==> src/pkg/seq_pkg.sv <==
/*
   Shared constants, types and helpers for the five-position homing sequencer.
   Assumes one system clock domain and motor positions counted in signed steps.
*/
package seq_pkg;

   // -----------------------------------------------------------------
   // Widths and counts
   // -----------------------------------------------------------------
   localparam int POS_W         = 32;
   localparam int SPEED_W       = 16;
   localparam int SEL_W         = 3;
   localparam int NUM_TARGETS   = 5;
   localparam int IN_W          = 7;
   localparam int OUT_W         = 3;
   localparam int SYNC_W        = 15;
   // One motor shaft revolution in position steps
   localparam int STEPS_PER_REV = 4096;

   // -----------------------------------------------------------------
   // Digital input and output bit positions
   // -----------------------------------------------------------------
   localparam int IN_POS_START  = 1;
   localparam int IN_HOME_CMD   = 2;
   localparam int IN_HOME_SENSE = 3;
   localparam int IN_SEL_LO     = 4;
   localparam int OUT_HOMING    = 0;
   localparam int OUT_POSITION  = 1;
   localparam int OUT_MANUAL    = 2;

   // Synchroniser lane positions beyond the digital inputs
   localparam int SY_HEALTHY    = 7;
   localparam int SY_MANUAL     = 8;
   localparam int SY_PLUS       = 9;
   localparam int SY_MINUS      = 10;
   localparam int SY_CONFIRM    = 11;
   localparam int SY_SLOT_LO    = 12;

   // -----------------------------------------------------------------
   // Reset values and the valid selection code range
   // -----------------------------------------------------------------
   localparam logic [POS_W-1:0]   ZERO_POS   = 32'h0;
   localparam logic [SPEED_W-1:0] ZERO_SPEED = 16'h0;
   localparam logic [SEL_W-1:0]   SEL_FIRST  = 3'h1;
   localparam logic [SEL_W-1:0]   SEL_LAST   = 3'h5;

   typedef logic signed [POS_W-1:0] pos_t;
   typedef enum logic [1:0] {ST_WAIT_HOME, ST_HOMING, ST_READY, ST_JOG} seq_state_t;

   // True when a selection code names one of the stored targets
   function automatic logic slotValid(input logic [SEL_W-1:0] code);
      return (code >= SEL_FIRST) && (code <= SEL_LAST);
   endfunction

   function automatic logic [POS_W-1:0] magnitude(input pos_t v);
      return v[POS_W-1] ? POS_W'(-v) : POS_W'(v);
   endfunction

endpackage

==> src/pkg/target_if.sv <==
/*
   Carrier between the sequencer and its target table.
   Assumes both ends run on the same clock.
*/
`timescale 1ns/10ps
interface target_if;
   import seq_pkg::*;

   logic [SEL_W-1:0] selCode;
   logic [POS_W-1:0] selTarget;
   logic             teachEn;
   logic [SEL_W-1:0] teachSlot;
   logic [POS_W-1:0] teachPos;
   logic             loadEn;
   logic [SEL_W-1:0] loadSlot;
   logic [POS_W-1:0] loadData;

   modport store (input selCode, teachEn, teachSlot, teachPos, loadEn, loadSlot, loadData, output selTarget);
   modport seq   (output selCode, teachEn, teachSlot, teachPos, loadEn, loadSlot, loadData, input selTarget);
endinterface

==> src/hw/input_sync.sv <==
/*
   Two-flop synchroniser with rising-edge detection for a group of pins.
   Assumes each pin is a slow level or a pulse longer than two clock periods.
*/
`timescale 1ns/10ps
module input_sync #(
   parameter int W = 8
) (
   input  wire logic         clk,
   input  wire logic         nrst,
   input  wire logic [W-1:0] pinIn,
   output logic      [W-1:0] level,
   output logic      [W-1:0] rise
);
   logic [W-1:0] meta_q;
   logic [W-1:0] sync_q;
   logic [W-1:0] prev_q;

   // Only the second stage and later feed the edge detector
   always_ff @(posedge clk or negedge nrst)
   begin
      if (!nrst)
      begin
         meta_q <= '0;
         sync_q <= '0;
         prev_q <= '0;
      end
      else
      begin
         meta_q <= pinIn;
         sync_q <= meta_q;
         prev_q <= sync_q;
      end
   end

   assign level = sync_q;
   assign rise  = sync_q & ~prev_q;
endmodule

==> src/hw/target_store.sv <==
/*
   Table of five stored target positions with selection decode and teach-in.
   Assumes the sequencer drives at most one write source per cycle; teach wins.
*/
`timescale 1ns/10ps
module target_store
   import seq_pkg::*;
(
   input  wire logic clk,
   input  wire logic nrst,
   target_if.store   tgt
);
   logic [POS_W-1:0] targets [1:NUM_TARGETS];
   logic             teachHit;
   logic             loadHit;

   assign teachHit = tgt.teachEn && slotValid(tgt.teachSlot);
   assign loadHit  = tgt.loadEn && slotValid(tgt.loadSlot);

   always_ff @(posedge clk or negedge nrst)
   begin
      if (!nrst)
      begin
         for (int i = 1; i <= NUM_TARGETS; i++)
            targets[i] <= ZERO_POS;
      end
      else if (teachHit)
         targets[tgt.teachSlot] <= tgt.teachPos;
      else if (loadHit)
         targets[tgt.loadSlot] <= tgt.loadData;
   end

   // Codes outside one to five fall back to the homed zero
   assign tgt.selTarget = slotValid(tgt.selCode) ? targets[tgt.selCode] : ZERO_POS;
endmodule

==> src/hw/five_position_homing_sequencer.sv <==
/*
   Homing and five-position sequencer for one servo axis.
   Assumes a motion core on the same clock that runs trapezoidal profiles in steps,
   reports profileActive and motorPosition, and runs at velocitySpeed while velocityRun.
*/
// Overview of operation
// - A homing pulse on input 2 turns the motor at homing speed until the sensor on input 3 is active.
// - Homing starts only while homing is not done; later homing pulses are ignored.
// - The sensor during unfinished homing resets position counters, sets homing done and drops output 0.
// - Positioning mode is enabled only once homing is done.
// - At power-up the enable flag is set once if the drive is healthy, but the mode output stays off until homing is done; a one-shot flag blocks repeats.
// - Inputs 6,5,4 form a code; 1 to 5 pick a stored target, anything else picks zero.
// - The selected target is latched only while no profile runs.
// - A pulse on input 1 starts a trapezoidal move to the selected target.
// - Distance is target minus motor position; a negative result sets the direction bit and uses its magnitude.
// - Targets are steps from the homed zero, 4096 steps to a shaft turn.
// - Three status outputs show homing, positioning and manual translation.
// - In manual mode plus and minus toggle a jog in their direction at manual speed.
// - Confirm in manual mode stores the motor position in the slot chosen for teaching.
`timescale 1ns/10ps
module five_position_homing_sequencer
   import seq_pkg::*;
(
   input  wire logic               clk,
   input  wire logic               nrst,
   input  wire logic [IN_W-1:0]    inputTerminalStrip,
   input  wire logic               driveHealthy,
   input  wire logic               manualMode,
   input  wire logic               keyPlus,
   input  wire logic               keyMinus,
   input  wire logic               keyConfirm,
   input  wire logic [SEL_W-1:0]   teachSlot,
   input  wire logic [SPEED_W-1:0] homingSpeed,
   input  wire logic [SPEED_W-1:0] manualJogSpeed,
   input  wire logic               paramWrEn,
   input  wire logic [SEL_W-1:0]   paramWrSlot,
   input  wire logic [POS_W-1:0]   paramWrData,
   input  wire logic [POS_W-1:0]   motorPosition,
   input  wire logic               profileActive,
   output logic      [OUT_W-1:0]   outputTerminalStrip,
   output logic                    homingDone,
   output logic                    operatingModeEnable,
   output logic                    modeCounterReset,
   output logic                    profileStart,
   output logic      [POS_W-1:0]   profileDistance,
   output logic                    moveDirectionNegative,
   output logic                    velocityRun,
   output logic                    velocityNegative,
   output logic      [SPEED_W-1:0] velocitySpeed,
   output logic      [POS_W-1:0]   selectedTarget
);

   // -----------------------------------------------------------------
   // Pin synchronisation
   // -----------------------------------------------------------------
   logic [SYNC_W-1:0] pinLevel;
   logic [SYNC_W-1:0] pinRise;

   input_sync #(.W(SYNC_W)) u_sync (
      .clk   (clk),
      .nrst  (nrst),
      .pinIn ({teachSlot, keyConfirm, keyMinus, keyPlus, manualMode, driveHealthy, inputTerminalStrip}),
      .level (pinLevel),
      .rise  (pinRise)
   );

   logic             homeCmd;
   logic             homeSensor;
   logic             posCmd;
   logic             healthy;
   logic             manualOn;
   logic             plusKey;
   logic             minusKey;
   logic             confirmKey;
   logic [SEL_W-1:0] selCode;
   logic [SEL_W-1:0] slotSel;

   assign homeCmd    = pinRise[IN_HOME_CMD];
   assign homeSensor = pinLevel[IN_HOME_SENSE];
   assign posCmd     = pinRise[IN_POS_START];
   assign healthy    = pinLevel[SY_HEALTHY];
   assign manualOn   = pinLevel[SY_MANUAL];
   assign plusKey    = pinRise[SY_PLUS];
   assign minusKey   = pinRise[SY_MINUS];
   assign confirmKey = pinRise[SY_CONFIRM];
   assign selCode    = pinLevel[IN_SEL_LO +: SEL_W];
   assign slotSel    = pinLevel[SY_SLOT_LO +: SEL_W];

   // -----------------------------------------------------------------
   // Target table
   // -----------------------------------------------------------------
   target_if tgt ();

   target_store u_store (
      .clk  (clk),
      .nrst (nrst),
      .tgt  (tgt)
   );

   // -----------------------------------------------------------------
   // Decisions
   // -----------------------------------------------------------------
   seq_state_t       state_q;
   seq_state_t       state_d;
   logic             homingDone_q;
   logic             opEn_q;
   logic             powerupOnce_q;
   logic             startIssued_q;
   logic             jogNeg_q;
   logic [POS_W-1:0] targetLatch_q;
   logic [OUT_W-1:0] outStrip_q;
   logic             counterReset_q;
   logic             profileStart_q;
   logic [POS_W-1:0] distance_q;
   logic             dirNeg_q;
   logic [SPEED_W-1:0] speed_q;

   logic busy;
   logic startHoming;
   logic homeHit;
   logic posAccept;
   logic jogKey;
   logic jogStop;
   logic teachNow;
   logic idleState;
   pos_t diff;

   assign busy        = profileActive || startIssued_q;
   assign idleState   = (state_q == ST_WAIT_HOME) || (state_q == ST_READY);
   assign startHoming = homeCmd && !homingDone_q && idleState && !busy;
   assign homeHit     = (state_q == ST_HOMING) && homeSensor && !homingDone_q;
   assign posAccept   = posCmd && operatingModeEnable && !busy && (state_q == ST_READY);
   assign jogKey      = manualOn && (plusKey || minusKey);
   // Same-direction key stops; leaving manual mode also stops the jog
   assign jogStop     = !manualOn || (plusKey && !jogNeg_q) || (minusKey && jogNeg_q);
   assign teachNow    = manualOn && confirmKey && (state_q != ST_HOMING);
   // Both operands are steps from the homed zero, so no scaling is needed
   assign diff        = pos_t'(targetLatch_q) - pos_t'(motorPosition);

   always_comb
   begin
      state_d = state_q;
      unique case (state_q)
         ST_WAIT_HOME:
            if (startHoming)
               state_d = ST_HOMING;
            else if (jogKey && !busy)
               state_d = ST_JOG;
         ST_HOMING:
            if (homeHit)
               state_d = ST_READY;
         ST_READY:
            if (jogKey && !busy && !posCmd)
               state_d = ST_JOG;
         ST_JOG:
            if (jogStop)
               state_d = homingDone_q ? ST_READY : ST_WAIT_HOME;
      endcase
   end

   assign tgt.selCode   = selCode;
   assign tgt.teachEn   = teachNow;
   assign tgt.teachSlot = slotSel;
   assign tgt.teachPos  = motorPosition;
   assign tgt.loadEn    = paramWrEn;
   assign tgt.loadSlot  = paramWrSlot;
   assign tgt.loadData  = paramWrData;

   // -----------------------------------------------------------------
   // State and flags
   // -----------------------------------------------------------------
   always_ff @(posedge clk or negedge nrst)
   begin
      if (!nrst)
      begin
         state_q       <= ST_WAIT_HOME;
         homingDone_q  <= 1'b0;
         opEn_q        <= 1'b0;
         powerupOnce_q <= 1'b0;
         jogNeg_q      <= 1'b0;
      end
      else
      begin
         state_q <= state_d;
         if (homeHit)
            homingDone_q <= 1'b1;
         if (startHoming)
            opEn_q <= 1'b0;
         else if (homeHit || (healthy && !powerupOnce_q))
            opEn_q <= 1'b1;
         if (healthy)
            powerupOnce_q <= 1'b1;
         if (jogKey && (state_d == ST_JOG))
            jogNeg_q <= minusKey && !plusKey;
      end
   end

   // -----------------------------------------------------------------
   // Profile start and target latch
   // -----------------------------------------------------------------
   // startIssued_q covers the gap until the core raises profileActive
   always_ff @(posedge clk or negedge nrst)
   begin
      if (!nrst)
      begin
         startIssued_q  <= 1'b0;
         targetLatch_q  <= ZERO_POS;
         profileStart_q <= 1'b0;
         distance_q     <= ZERO_POS;
         dirNeg_q       <= 1'b0;
      end
      else
      begin
         profileStart_q <= posAccept;
         if (!busy)
            targetLatch_q <= tgt.selTarget;
         if (posAccept)
         begin
            startIssued_q <= 1'b1;
            distance_q    <= magnitude(diff);
            dirNeg_q      <= diff[POS_W-1];
         end
         else if (profileActive)
            startIssued_q <= 1'b0;
      end
   end

   // -----------------------------------------------------------------
   // Outputs
   // -----------------------------------------------------------------
   always_ff @(posedge clk or negedge nrst)
   begin
      if (!nrst)
      begin
         outStrip_q     <= '0;
         counterReset_q <= 1'b0;
         speed_q        <= ZERO_SPEED;
      end
      else
      begin
         counterReset_q          <= homeHit;
         outStrip_q[OUT_HOMING]  <= (state_d == ST_HOMING);
         outStrip_q[OUT_POSITION] <= profileActive;
         outStrip_q[OUT_MANUAL]  <= (state_d == ST_JOG);
         speed_q <= (state_d == ST_HOMING) ? homingSpeed
                  : (state_d == ST_JOG) ? manualJogSpeed : ZERO_SPEED;
      end
   end

   assign outputTerminalStrip   = outStrip_q;
   assign homingDone            = homingDone_q;
   assign operatingModeEnable   = opEn_q && homingDone_q;
   assign modeCounterReset      = counterReset_q;
   assign profileStart          = profileStart_q;
   assign profileDistance       = distance_q;
   assign moveDirectionNegative = dirNeg_q;
   assign velocityRun           = (state_q == ST_HOMING) || (state_q == ST_JOG);
   assign velocityNegative      = (state_q == ST_JOG) && jogNeg_q;
   assign velocitySpeed         = speed_q;
   assign selectedTarget        = targetLatch_q;
endmodule

==> config.mk <==
export PLATFORM = sky130hd
export DESIGN_NAME = five_position_homing_sequencer
export DESIGN_NICKNAME = d
export VERILOG_FILES = /design/src/pkg/seq_pkg.sv /design/src/pkg/target_if.sv /design/src/hw/input_sync.sv /design/src/hw/target_store.sv /design/src/hw/five_position_homing_sequencer.sv
export SDC_FILE = /design/constraint.sdc
export NUM_CORES = 1
export LEC_CHECK = 0
export BUFFER_PORTS_ARGS = -buffer_cell sky130_fd_sc_hd__buf_2
export CAP_MARGIN = 20
export CORE_MARGIN = 2
export CORE_UTILIZATION = 45
export CTS_CLUSTER_DIAMETER = 60
export DETAILED_ROUTE_END_ITERATION = 10
export SYNTH_ARGS = -nofsm -noshare
export SYNTH_HDL_FRONTEND = slang
export SYNTH_HIERARCHICAL = 1
export SYNTH_SLANG_ARGS = --single-unit
==> constraint.sdc <==
create_clock -name clk -period 4.45 [get_ports clk]
set_input_delay 0.445 -clock clk [delete_from_list [all_inputs] [get_ports clk]]
set_output_delay 0.445 -clock clk [all_outputs]
set_load 0.01 [all_outputs]
==> results of run 1 <==
[how the worst max path moves through the flow]
stage	start	to	depth (start not counted)
finish	selectedTarget[2]	profileDistance[31]	11
global route	selectedTarget[2]	profileDistance[31]	11
CTS	selectedTarget[2]	profileDistance[31]	11
detailed placement	motorPosition[2]	profileDistance[31]	13
global placement	motorPosition[0]	profileDistance[31]	13
floorplan	selectedTarget[0]	profileDistance[31]	14
[per-layer routing]
layer / vias up / GRT usage, % / wire [µm]
li1: 5784 / - / -
met3: 76 / 5.410 / 3404
met2: 440 / 40.76 / 21160
met5: - / 0 / 27
met4: 4 / 7.007 / 952
met1: 6237 / 36.38 / 21550
[state kept, by name, summed over array words and instances, names as in the netlist, 2 cells and up]
register / flops
u_store/targets: 160
profileDistance: 32
selectedTarget: 32
velocitySpeed: 16
u_sync/level: 14
u_sync/meta_q: 14
u_sync/prev_q: 5
outputTerminalStrip: 3
state_q: 2
[area by class of cell]
| cell class | instances | area share, % |
|---|---|---|
| Clock inverter | 21 | 1.510 |
| Multi-Input combinational cell | 1017 | 43.17 |
| Timing Repair Buffer | 241 | 7.151 |
| Inverter | 48 | 0.9751 |
| Sequential cell | 286 | 38.75 |
| Antenna cell | 5 | 0.06771 |
| Tap cell | 455 | 3.081 |
| Clock buffer | 43 | 5.295 |
[worst register-to-register path, stage by stage, from the launching register on]
cell and delay, ps:
dfrtp_1 440, ha_1 410, o21ai_0 180, a211oi_2 370
o21bai_4 160, o31ai_2 500, a21oi_2 180, xnor2_1 190
nor4b_1 600, nand3_1 220, or4b_1 560, o21ai_1 120
[power by group through the flow]
stage	registers, µW	clock network, µW	logic [µW]
after floorplan	3710	0	2180
after global placement	3680	0	3200
after detailed placement	3700	0	3250
after CTS	3660	3140	3270
after global routing	3740	3250	3610
final	3670	3070	3250
[stage by stage]
stage	cell area [µm²]	std cells	power, µW
after floorplan	15670	1452	5892
after global placement	17190	2045	6884
after detailed placement	17190	2045	6952
after CTS	18450	2109	10060
after global routing	18470	2113	10600
final	18480	2116	9994
==> impl_metrics.py, run 1 <==
metrics = {
    "status": {
        "violations": "hold timing",
        "status": "complete, but fails checks",
    },
    "sta": {
        "setup_viol": 0,
        "slew_headroom_pct": 34.52,
        "finalCriticalPeriod_ps": 4022,
        "timing.final.crit_share_pct": 90.37,
        "whs_ps": -48.87,
        "fin_skew_ps": 16.37,
        "worst_pin_slew_ps": 982.2,
        "fmax_mhz": 248.7,
        "setup_tns_ps": 0,
        "setup_slack_ps": 428.4,
        "final-hold-violation-count": 9,
        "rsz0062_at_grt": "false",
        "slew_violations": 0,
    },
    "clocking": {
        "postCtsSetupBuffers": 0,
        "cts_tree": "done",
        "ctsResizeCount": 0,
        "numCtsBuffers": 36,
        "root_buffer": "clkbuf_16",
        "clkLatencyLatePin_ps": 530,
        "clk_pin_slew_ps": 60,
        "clkSinkCount": 286,
        "hold_buffers": 0,
        "clock_path_buffers": 3,
        "htreeDepth": 2,
    },
    "die": {
        "core_area_um2": 34460,
        "die_h_um": 190.6,
        "die_x_um": 190.6,
        "die_area_um2": 36340,
        "io_pins": 208,
        "start_util_pct": 45.49,
        "rows": 68,
    },
    "critical_path": {
        "path_class": "reg -> reg",
        "cp_slowest_stage_delay_ps": 600,
        "cp-end-kind": "flop",
        "r2r-end": "profileDistance[31]",
        "reg2reg_slack_ps": 430,
        "critPathTopFamily": "compound AO/OA/AOI/OAI gates",
        "required_ps": 4900,
        "ff2ff_path_depth": 11,
        "cp_cell_sequence": "ha_1 > o21ai_0 > a211oi_2 > o21bai_4 > o31ai_2 > a21oi_2 > xnor2_1 > nor4b_1 > nand3_1 > or4b_1 > o21ai_1",
        "startpoint_type": "flop",
        "worst_path_max_delay_cell": "nor4b_1",
        "path_max_fanout": 8,
        "critPathBufInv": 0,
        "arrival_ps": 4470,
        "rr_startpoint": "selectedTarget[2]",
    },
    "routing": {
        "first_pass_iters": 5,
        "postRouteWirelength_um": 47090,
        "antenna_left": 0,
        "via_per_inst": 5.927,
        "wl_per_cell_um": 22.25,
        "dr.first_iter.drc_count": 964,
        "via_count": 12540,
        "drc_errors": 0,
    },
    "worst_hold_path": {
        "hp-class": "in -> async",
    },
    "global_routing": {
        "grt_start_max_net_pins": 110,
        "globalRouteTotalUtil_pct": 25.93,
        "grt_pass1_vias": 12650,
        "grt_pass1_wl_um": 72910,
        "grt-ovfl-total": 0,
        "antenna_found_initial": 7,
    },
    "power_and_ir_drop": {
        "p_per_area_nw_per_um2": 540.9,
        "p_sw_share_pct": 33.95,
        "ir_drop_uv": 348.7,
        "p_int_uw": 6601,
        "seqPwrFrac_pct": 36.7,
        "p_sw_uw": 3393,
        "clkPwrFrac_pct": 30.8,
        "comb_power_share_pct": 32.6,
        "leakagePower_uw": 0.009376,
    },
    "synth": {
        "avgSynthCellArea_um2": 10.79,
        "syn_nets": 1603,
        "netlist_area_um2": 15670,
        "ys_warn_count": 6,
        "syn_inst": 1452,
    },
    "cells_and_area": {
        "fill_cells": 3145,
        "mostFrequentLayoutCells": "dfrtp_1, buf_2, a22o_1",
        "final_common_cell": "dfrtp_1",
        "drive_gt1_share_pct": 27.29,
        "final_util_pct": 53.62,
        "seqCellArea_um2": 7159,
        "areaGrowthSynthToFinish_pct": 17.89,
        "multi_input_area_um2": 7978,
        "fin_nets": 1781,
    },
    "placement": {
        "portBuffers": 206,
        "pre_cts_ws_ps": 257.8,
        "place_congestion": 0.7959,
        "post-dp-hpwl_um": 30870,
    },
    "job": {
        "maxCapViolCount": 0,
    },
}
Note: power is estimated with default switching activity, not from simulation.
==> run 2, diff against run 1 <==
--- a/config.mk
+++ b/config.mk
@@ -9,6 +9,7 @@
 export CAP_MARGIN = 20
 export CORE_MARGIN = 2
 export CORE_UTILIZATION = 45
+export CTS_BUF_LIST = sky130_fd_sc_hd__clkbuf_8
 export CTS_CLUSTER_DIAMETER = 60
 export DETAILED_ROUTE_END_ITERATION = 10
 export SYNTH_ARGS = -nofsm -noshare
==> constraint.sdc (replaced) <==
create_clock -name clk -period 5 [get_ports clk]
set_input_delay 0.5 -clock clk [delete_from_list [all_inputs] [get_ports clk]]
set_output_delay 0.5 -clock clk [all_outputs]
set_load 0.01 [all_outputs]
==> impl_metrics.py, run 2 (synthesized netlist as in run 1, its figures left out) <==
metrics = {
    "critical_path": {
        "critPathBufInv": 2,
        "cp_cell_sequence": "inv_1 > ha_1 > inv_1 > fa_1 > a211oi_2 > o211ai_1 > and2_1 > or4b_2 > mux2i_2 > o211ai_1 > nor4b_1 > a31oi_1 > xnor2_1 > o21ai_1",
        "critPathTopFamily": "simple AND/OR/NAND/NOR gates",
        "path_max_fanout": 8,
        "rr_startpoint": "selectedTarget[0]",
        "path_class": "reg -> reg",
        "cp-end-kind": "flop",
        "required_ps": 5470,
        "startpoint": "selectedTarget[0]",
        "worst_path_max_delay_cell": "or4b_2",
        "arrival_ps": 4500,
        "cp_slowest_stage_delay_ps": 650,
        "startpoint_type": "flop",
    },
    "sta": {
        "setup_tns_ps": 0,
        "worst_pin_slew_ps": 1199,
        "timing.final.crit_share_pct": 80.60,
        "finalCriticalPeriod_ps": 4030,
        "slew_headroom_pct": 19.88,
        "slew_violations": 0,
        "final-hold-violation-count": 0,
        "fmax_mhz": 248.2,
        "fin_skew_ps": 25.79,
        "setup_viol": 0,
        "rsz0062_at_grt": "false",
    },
    "global_routing": {
        "grt-ovfl-total": 0,
        "grt_pass1_wl_um": 73730,
        "grt_pass1_vias": 12930,
        "antenna_found_initial": 5,
        "globalRouteTotalUtil_pct": 26.12,
        "grt_start_max_net_pins": 113,
    },
    "routing": {
        "dr.first_iter.drc_count": 974,
        "antenna_left": 0,
        "drc_errors": 0,
        "via_per_inst": 5.930,
        "first_pass_iters": 6,
        "wl_per_cell_um": 21.88,
        "postRouteWirelength_um": 47090,
        "via_count": 12760,
    },
    "placement": {
        "place_congestion": 0.8095,
        "post-dp-hpwl_um": 30220,
        "portBuffers": 206,
        "dp_cells": 2038,
    },
    "clocking": {
        "root_buffer": "clkbuf_8",
        "postCtsSetupBuffers": 0,
        "clk_pin_slew_ps": 60,
        "ctsResizeCount": 0,
        "cts_tree": "done",
        "numCtsBuffers": 53,
        "clkLatencyLatePin_ps": 630,
        "clkSinkCount": 286,
        "hold_buffers": 15,
        "htreeDepth": 2,
        "clock_path_buffers": 3,
    },
    "die": {
        "die_x_um": 190.6,
        "die_area_um2": 36340,
        "rows": 68,
        "start_util_pct": 45.49,
        "io_pins": 208,
        "die_h_um": 190.6,
        "core_area_um2": 34460,
    },
    "power_and_ir_drop": {
        "p_per_area_nw_per_um2": 454.2,
        "leakagePower_uw": 0.009383,
        "ir_drop_uv": 308.9,
    },
    "cells_and_area": {
        "fin_nets": 1804,
        "fill_cells": 3191,
        "mostFrequentLayoutCells": "dfrtp_1, buf_2, a22o_1",
        "largest_register_ffs": 160,
        "largest_register": "u_store/targets",
        "drive_gt1_share_pct": 26.89,
        "final_common_cell": "dfrtp_1",
        "multi_input_area_um2": 7983,
        "layout.cells.non_filler": 2152,
        "areaGrowthSynthToFinish_pct": 16.92,
        "seqCellArea_um2": 7159,
    },
    "worst_hold_path": {
        "hold_start": "profileActive",
        "hp-class": "in -> reg",
    },
    "status": {
        "status": "completed",
    },
    "job": {
        "maxCapViolCount": 0,
    },
}
==> run 2: cell count changes in the layout (fill, tap and decap cells not counted), moves of 2 or more <==
cell,previous run,this run
inv_1,48,71
buf_4,32,25
bufinv_16,5,1
dlygate4sd3_1,2,15
clkbuf_8,3,60
clkinv_4,2,0
clkbuf_16,37,0
clkinv_2,9,5
clkinv_8,0,2
clkbuf_1,3,0
inv_16,2,0
==> run 2: path summary, 6_finish.rpt <==
| path | depth (start not counted) | slack [ps] | endpoint |
|---|---|---|---|
| worst max-delay path | 14 | 970 | profileDistance[26] |
| worst min-delay path | 1 | 50 | outputTerminalStrip[1] |
| worst max register to register | 14 | 970 | profileDistance[26] |
| worst min register to register | 0 | 340 | u_sync/level[13] |
| max in group asynchronous | 3 | 3230 | u_store/targets[144] |
| min in group asynchronous | 2 | 530 | profileDistance[0] |
==> run 2: final cells by class <==
| type | instances | area share [%] |
|---|---|---|
| repair buffers | 247 | 7.633 |
| flip-flops and latches | 286 | 39.07 |
| inverters | 48 | 0.9832 |
| clock inverters | 34 | 1.072 |
| well taps | 455 | 3.107 |
| multi-input cells | 1017 | 43.56 |
| clock buffers | 60 | 4.506 |
| diodes | 5 | 0.06828 |
==> run 2: worst register-to-register path, delay by kind of cell (launching register included) <==
kind	cells	cell delay, ps
XOR/XNOR	1	170
multiplexers	1	260
adder cells (fa/ha/maj)	2	580
buffers and inverters	2	120
AO/OA/AOI/OAI	5	830
flip-flops	1	370
AND/OR/NAND/NOR	3	1540
==> run 2: layer usage <==
layer | routed length (µm) | up-vias | global-route usage [%] | part of all wire, %
met2 | 21120 | 469 | 40.18 | 45
met1 | 21650 | 6370 | 36.69 | 46
met4 | 1113 | 0 | 8.617 | 2.4
met3 | 3208 | 91 | 5.631 | 6.8
li1 | - | 5832 | - | -
met5 | 0 | - | 0 | 0
==> run 2: power breakdown <==
group | switching [µW] | total [µW] | internal, µW
clock | 1020 | 2170 | 1150
sequential | 377 | 3270 | 2890
combinational | 1580 | 2890 | 1300
total | 2980 | 8320 | 5350
==> run 2: metrics by stage <==
step	hold slack [ps]	power, µW	utilization, %	worst slack (ps)	area [µm²]
finish	45.54	8324	53.18	970.2	18330
global route	40.85	8864	53.17	670.9	18320
CTS	27.73	8385	53.14	900.5	18310
detailed placement	334.7	6179	49.74	686.4	17140
global placement	333.1	6111	49.74	709.5	17140
floorplan	204.4	5244	-	1307	15670
==> run 3, diff against run 2 <==
==> constraint.sdc (replaced) <==
create_clock -name clk -period 4.05 [get_ports clk]
set_input_delay 0.405 -clock clk [delete_from_list [all_inputs] [get_ports clk]]
set_output_delay 0.405 -clock clk [all_outputs]
set_load 0.01 [all_outputs]
==> impl_metrics.py, run 3 (synthesized netlist as in run 1, its figures left out) <==
metrics = {
    "cells_and_area": {
        "fin_nets": 1860,
        "fill_cells": 3136,
        "drive_gt1_share_pct": 27.84,
        "final_util_pct": 54.87,
        "largest_register_ffs": 160,
        "mostFrequentLayoutCells": "dfrtp_1, buf_2, a22o_1",
        "areaGrowthSynthToFinish_pct": 20.63,
        "largest_register": "u_store/targets",
        "stdcell_area_um2": 18910,
        "final_common_cell": "dfrtp_1",
    },
    "global_routing": {
        "antenna_found_initial": 7,
        "grt_pass1_wl_um": 76360,
        "grt-ovfl-total": 0,
        "use_met2_pct": 42.92,
        "use_met1_pct": 37.91,
        "met3_usage_pct": 5.723,
        "grt_pass1_vias": 13300,
        "grt_most_used_layer": "met2",
        "grt_start_max_net_pins": 103,
        "globalRouteTotalUtil_pct": 27.39,
    },
    "die": {
        "die_h_um": 190.6,
        "io_pins": 208,
        "start_util_pct": 45.49,
        "die_area_um2": 36340,
        "rows": 68,
        "die_x_um": 190.6,
        "core_area_um2": 34460,
    },
    "sta": {
        "fmax_mhz": 265.5,
        "worst_pin_slew_ps": 998.3,
        "slew_violations": 0,
        "setup_tns_ps": 0,
        "timing.final.crit_share_pct": 93.00,
        "whs_ps": 41.64,
        "slew_headroom_pct": 33.14,
        "finalCriticalPeriod_ps": 3766,
        "final-hold-violation-count": 0,
        "fin_skew_ps": 35.69,
        "rsz0062_at_grt": "false",
        "setup_viol": 0,
    },
    "clocking": {
        "root_buffer": "clkbuf_8",
        "cts_tree": "done",
        "clkLatencyLatePin_ps": 640,
        "numCtsBuffers": 50,
        "htreeDepth": 2,
        "clkSinkCount": 286,
        "clock_path_buffers": 3,
        "clk_pin_slew_ps": 60,
    },
    "placement": {
        "post-dp-hpwl_um": 31250,
        "place_congestion": 0.8283,
        "portBuffers": 206,
        "dpl_cell_area_um2": 17390,
    },
    "critical_path": {
        "required_ps": 4530,
        "arrival_ps": 4250,
        "cp-end-kind": "flop",
        "path_class": "reg -> reg",
        "path_max_fanout": 5,
        "startpoint_type": "flop",
    },
    "routing": {
        "postRouteWirelength_um": 48880,
        "via_count": 13120,
        "dr.first_iter.drc_count": 902,
        "via_per_inst": 5.945,
        "wl_per_cell_um": 22.16,
        "first_pass_iters": 5,
        "antenna_left": 0,
        "drc_errors": 0,
    },
    "power_and_ir_drop": {
        "leakagePower_uw": 0.009653,
        "ir_drop_uv": 331.3,
        "p_per_area_nw_per_um2": 557.1,
    },
    "job": {
        "maxCapViolCount": 0,
    },
    "status": {
        "status": "completed",
    },
    "worst_hold_path": {
        "hp-class": "in -> reg",
    },
}
## run 3: changes by cell type in the layout (fill, tap and decap cells not counted), sizes merged
cell,change
clkinv,-3
inv,-5
clkbuf,+5
buf,+29
dlygate4sd3,+30
clkinvlp,-2
## run 3: final timing paths
check | startpoint | end | slack, ps | cells after the start
worst min-delay path | manualJogSpeed[9] | velocitySpeed[9] | 40 | 3
worst min register to register | u_sync/meta_q[1] | u_sync/level[1] | 350 | 0
min in group asynchronous | nrst | outputTerminalStrip[1] | 380 | 2
worst max register to register | selectedTarget[0] | profileDistance[29] | 280 | 16
worst max-delay path | selectedTarget[0] | profileDistance[29] | 280 | 16
max in group asynchronous | nrst | u_store/targets[114] | 2700 | 3
## run 3: metrics by stage
step                cells  power (µW)  setup slack (ps)
global route         2203       11210             10.19
CTS                  2200       10590             207.2
detailed placement   2066        7747             150.6
finish               2206       10530             283.7
global placement     2066        7649             187.7
floorplan            1452        6474             385.4
## run 3: layout make-up
| type | instances | area (µm²) | share of cell area [%] |
|---|---|---|---|
| multi-input combinational | 1017 | 7988 | 42.25 |
| sequential | 286 | 7159 | 37.87 |
| timing repair buffer | 306 | 1967 | 10.40 |
| clock buffer | 65 | 894.6 | 4.732 |
| tap | 455 | 569.3 | 3.011 |
| inverter | 48 | 180.2 | 0.9529 |
| clock inverter | 24 | 136.4 | 0.7213 |
| antenna | 5 | 12.51 | 0.06618 |
## run 3: power breakdown
part           internal (µW)  leakage (µW)  switching, µW
clock network           1500      0.000594           1240
logic                   1750       0.00543           2010
registers               3570       0.00363            457
total                   6830       0.00965           3710
## run 3: worst max-delay path, stage by stage, from the launching register on
cell and delay [ps]:
dfrtp_1 380, inv_1 70, ha_1 160, inv_1 50, fa_2 370, a211oi_2 290
o211ai_1 150, and2_1 210, buf_4 170, a31oi_2 170, xnor2_1 100, or4_4 580
nor4b_4 350, buf_4 180, a41oi_1 130, xnor2_1 170, o21ai_1 70
## run 3: metal layers
layer | vias up | wire length, µm
met3 | 91 | 3412
met1 | 6579 | 22070
li1 | 5963 | -
met4 | 4 | 1108
met2 | 478 | 22270
met5 | - | 14
## run 3: what timing repair did
item	4_1_cts	5_1_grt
setup endpoints to repair	0	8
gates resized for setup	0	3
setup buffers	0	1
endpoints found under the hold margin	129	0
hold buffers	45	0
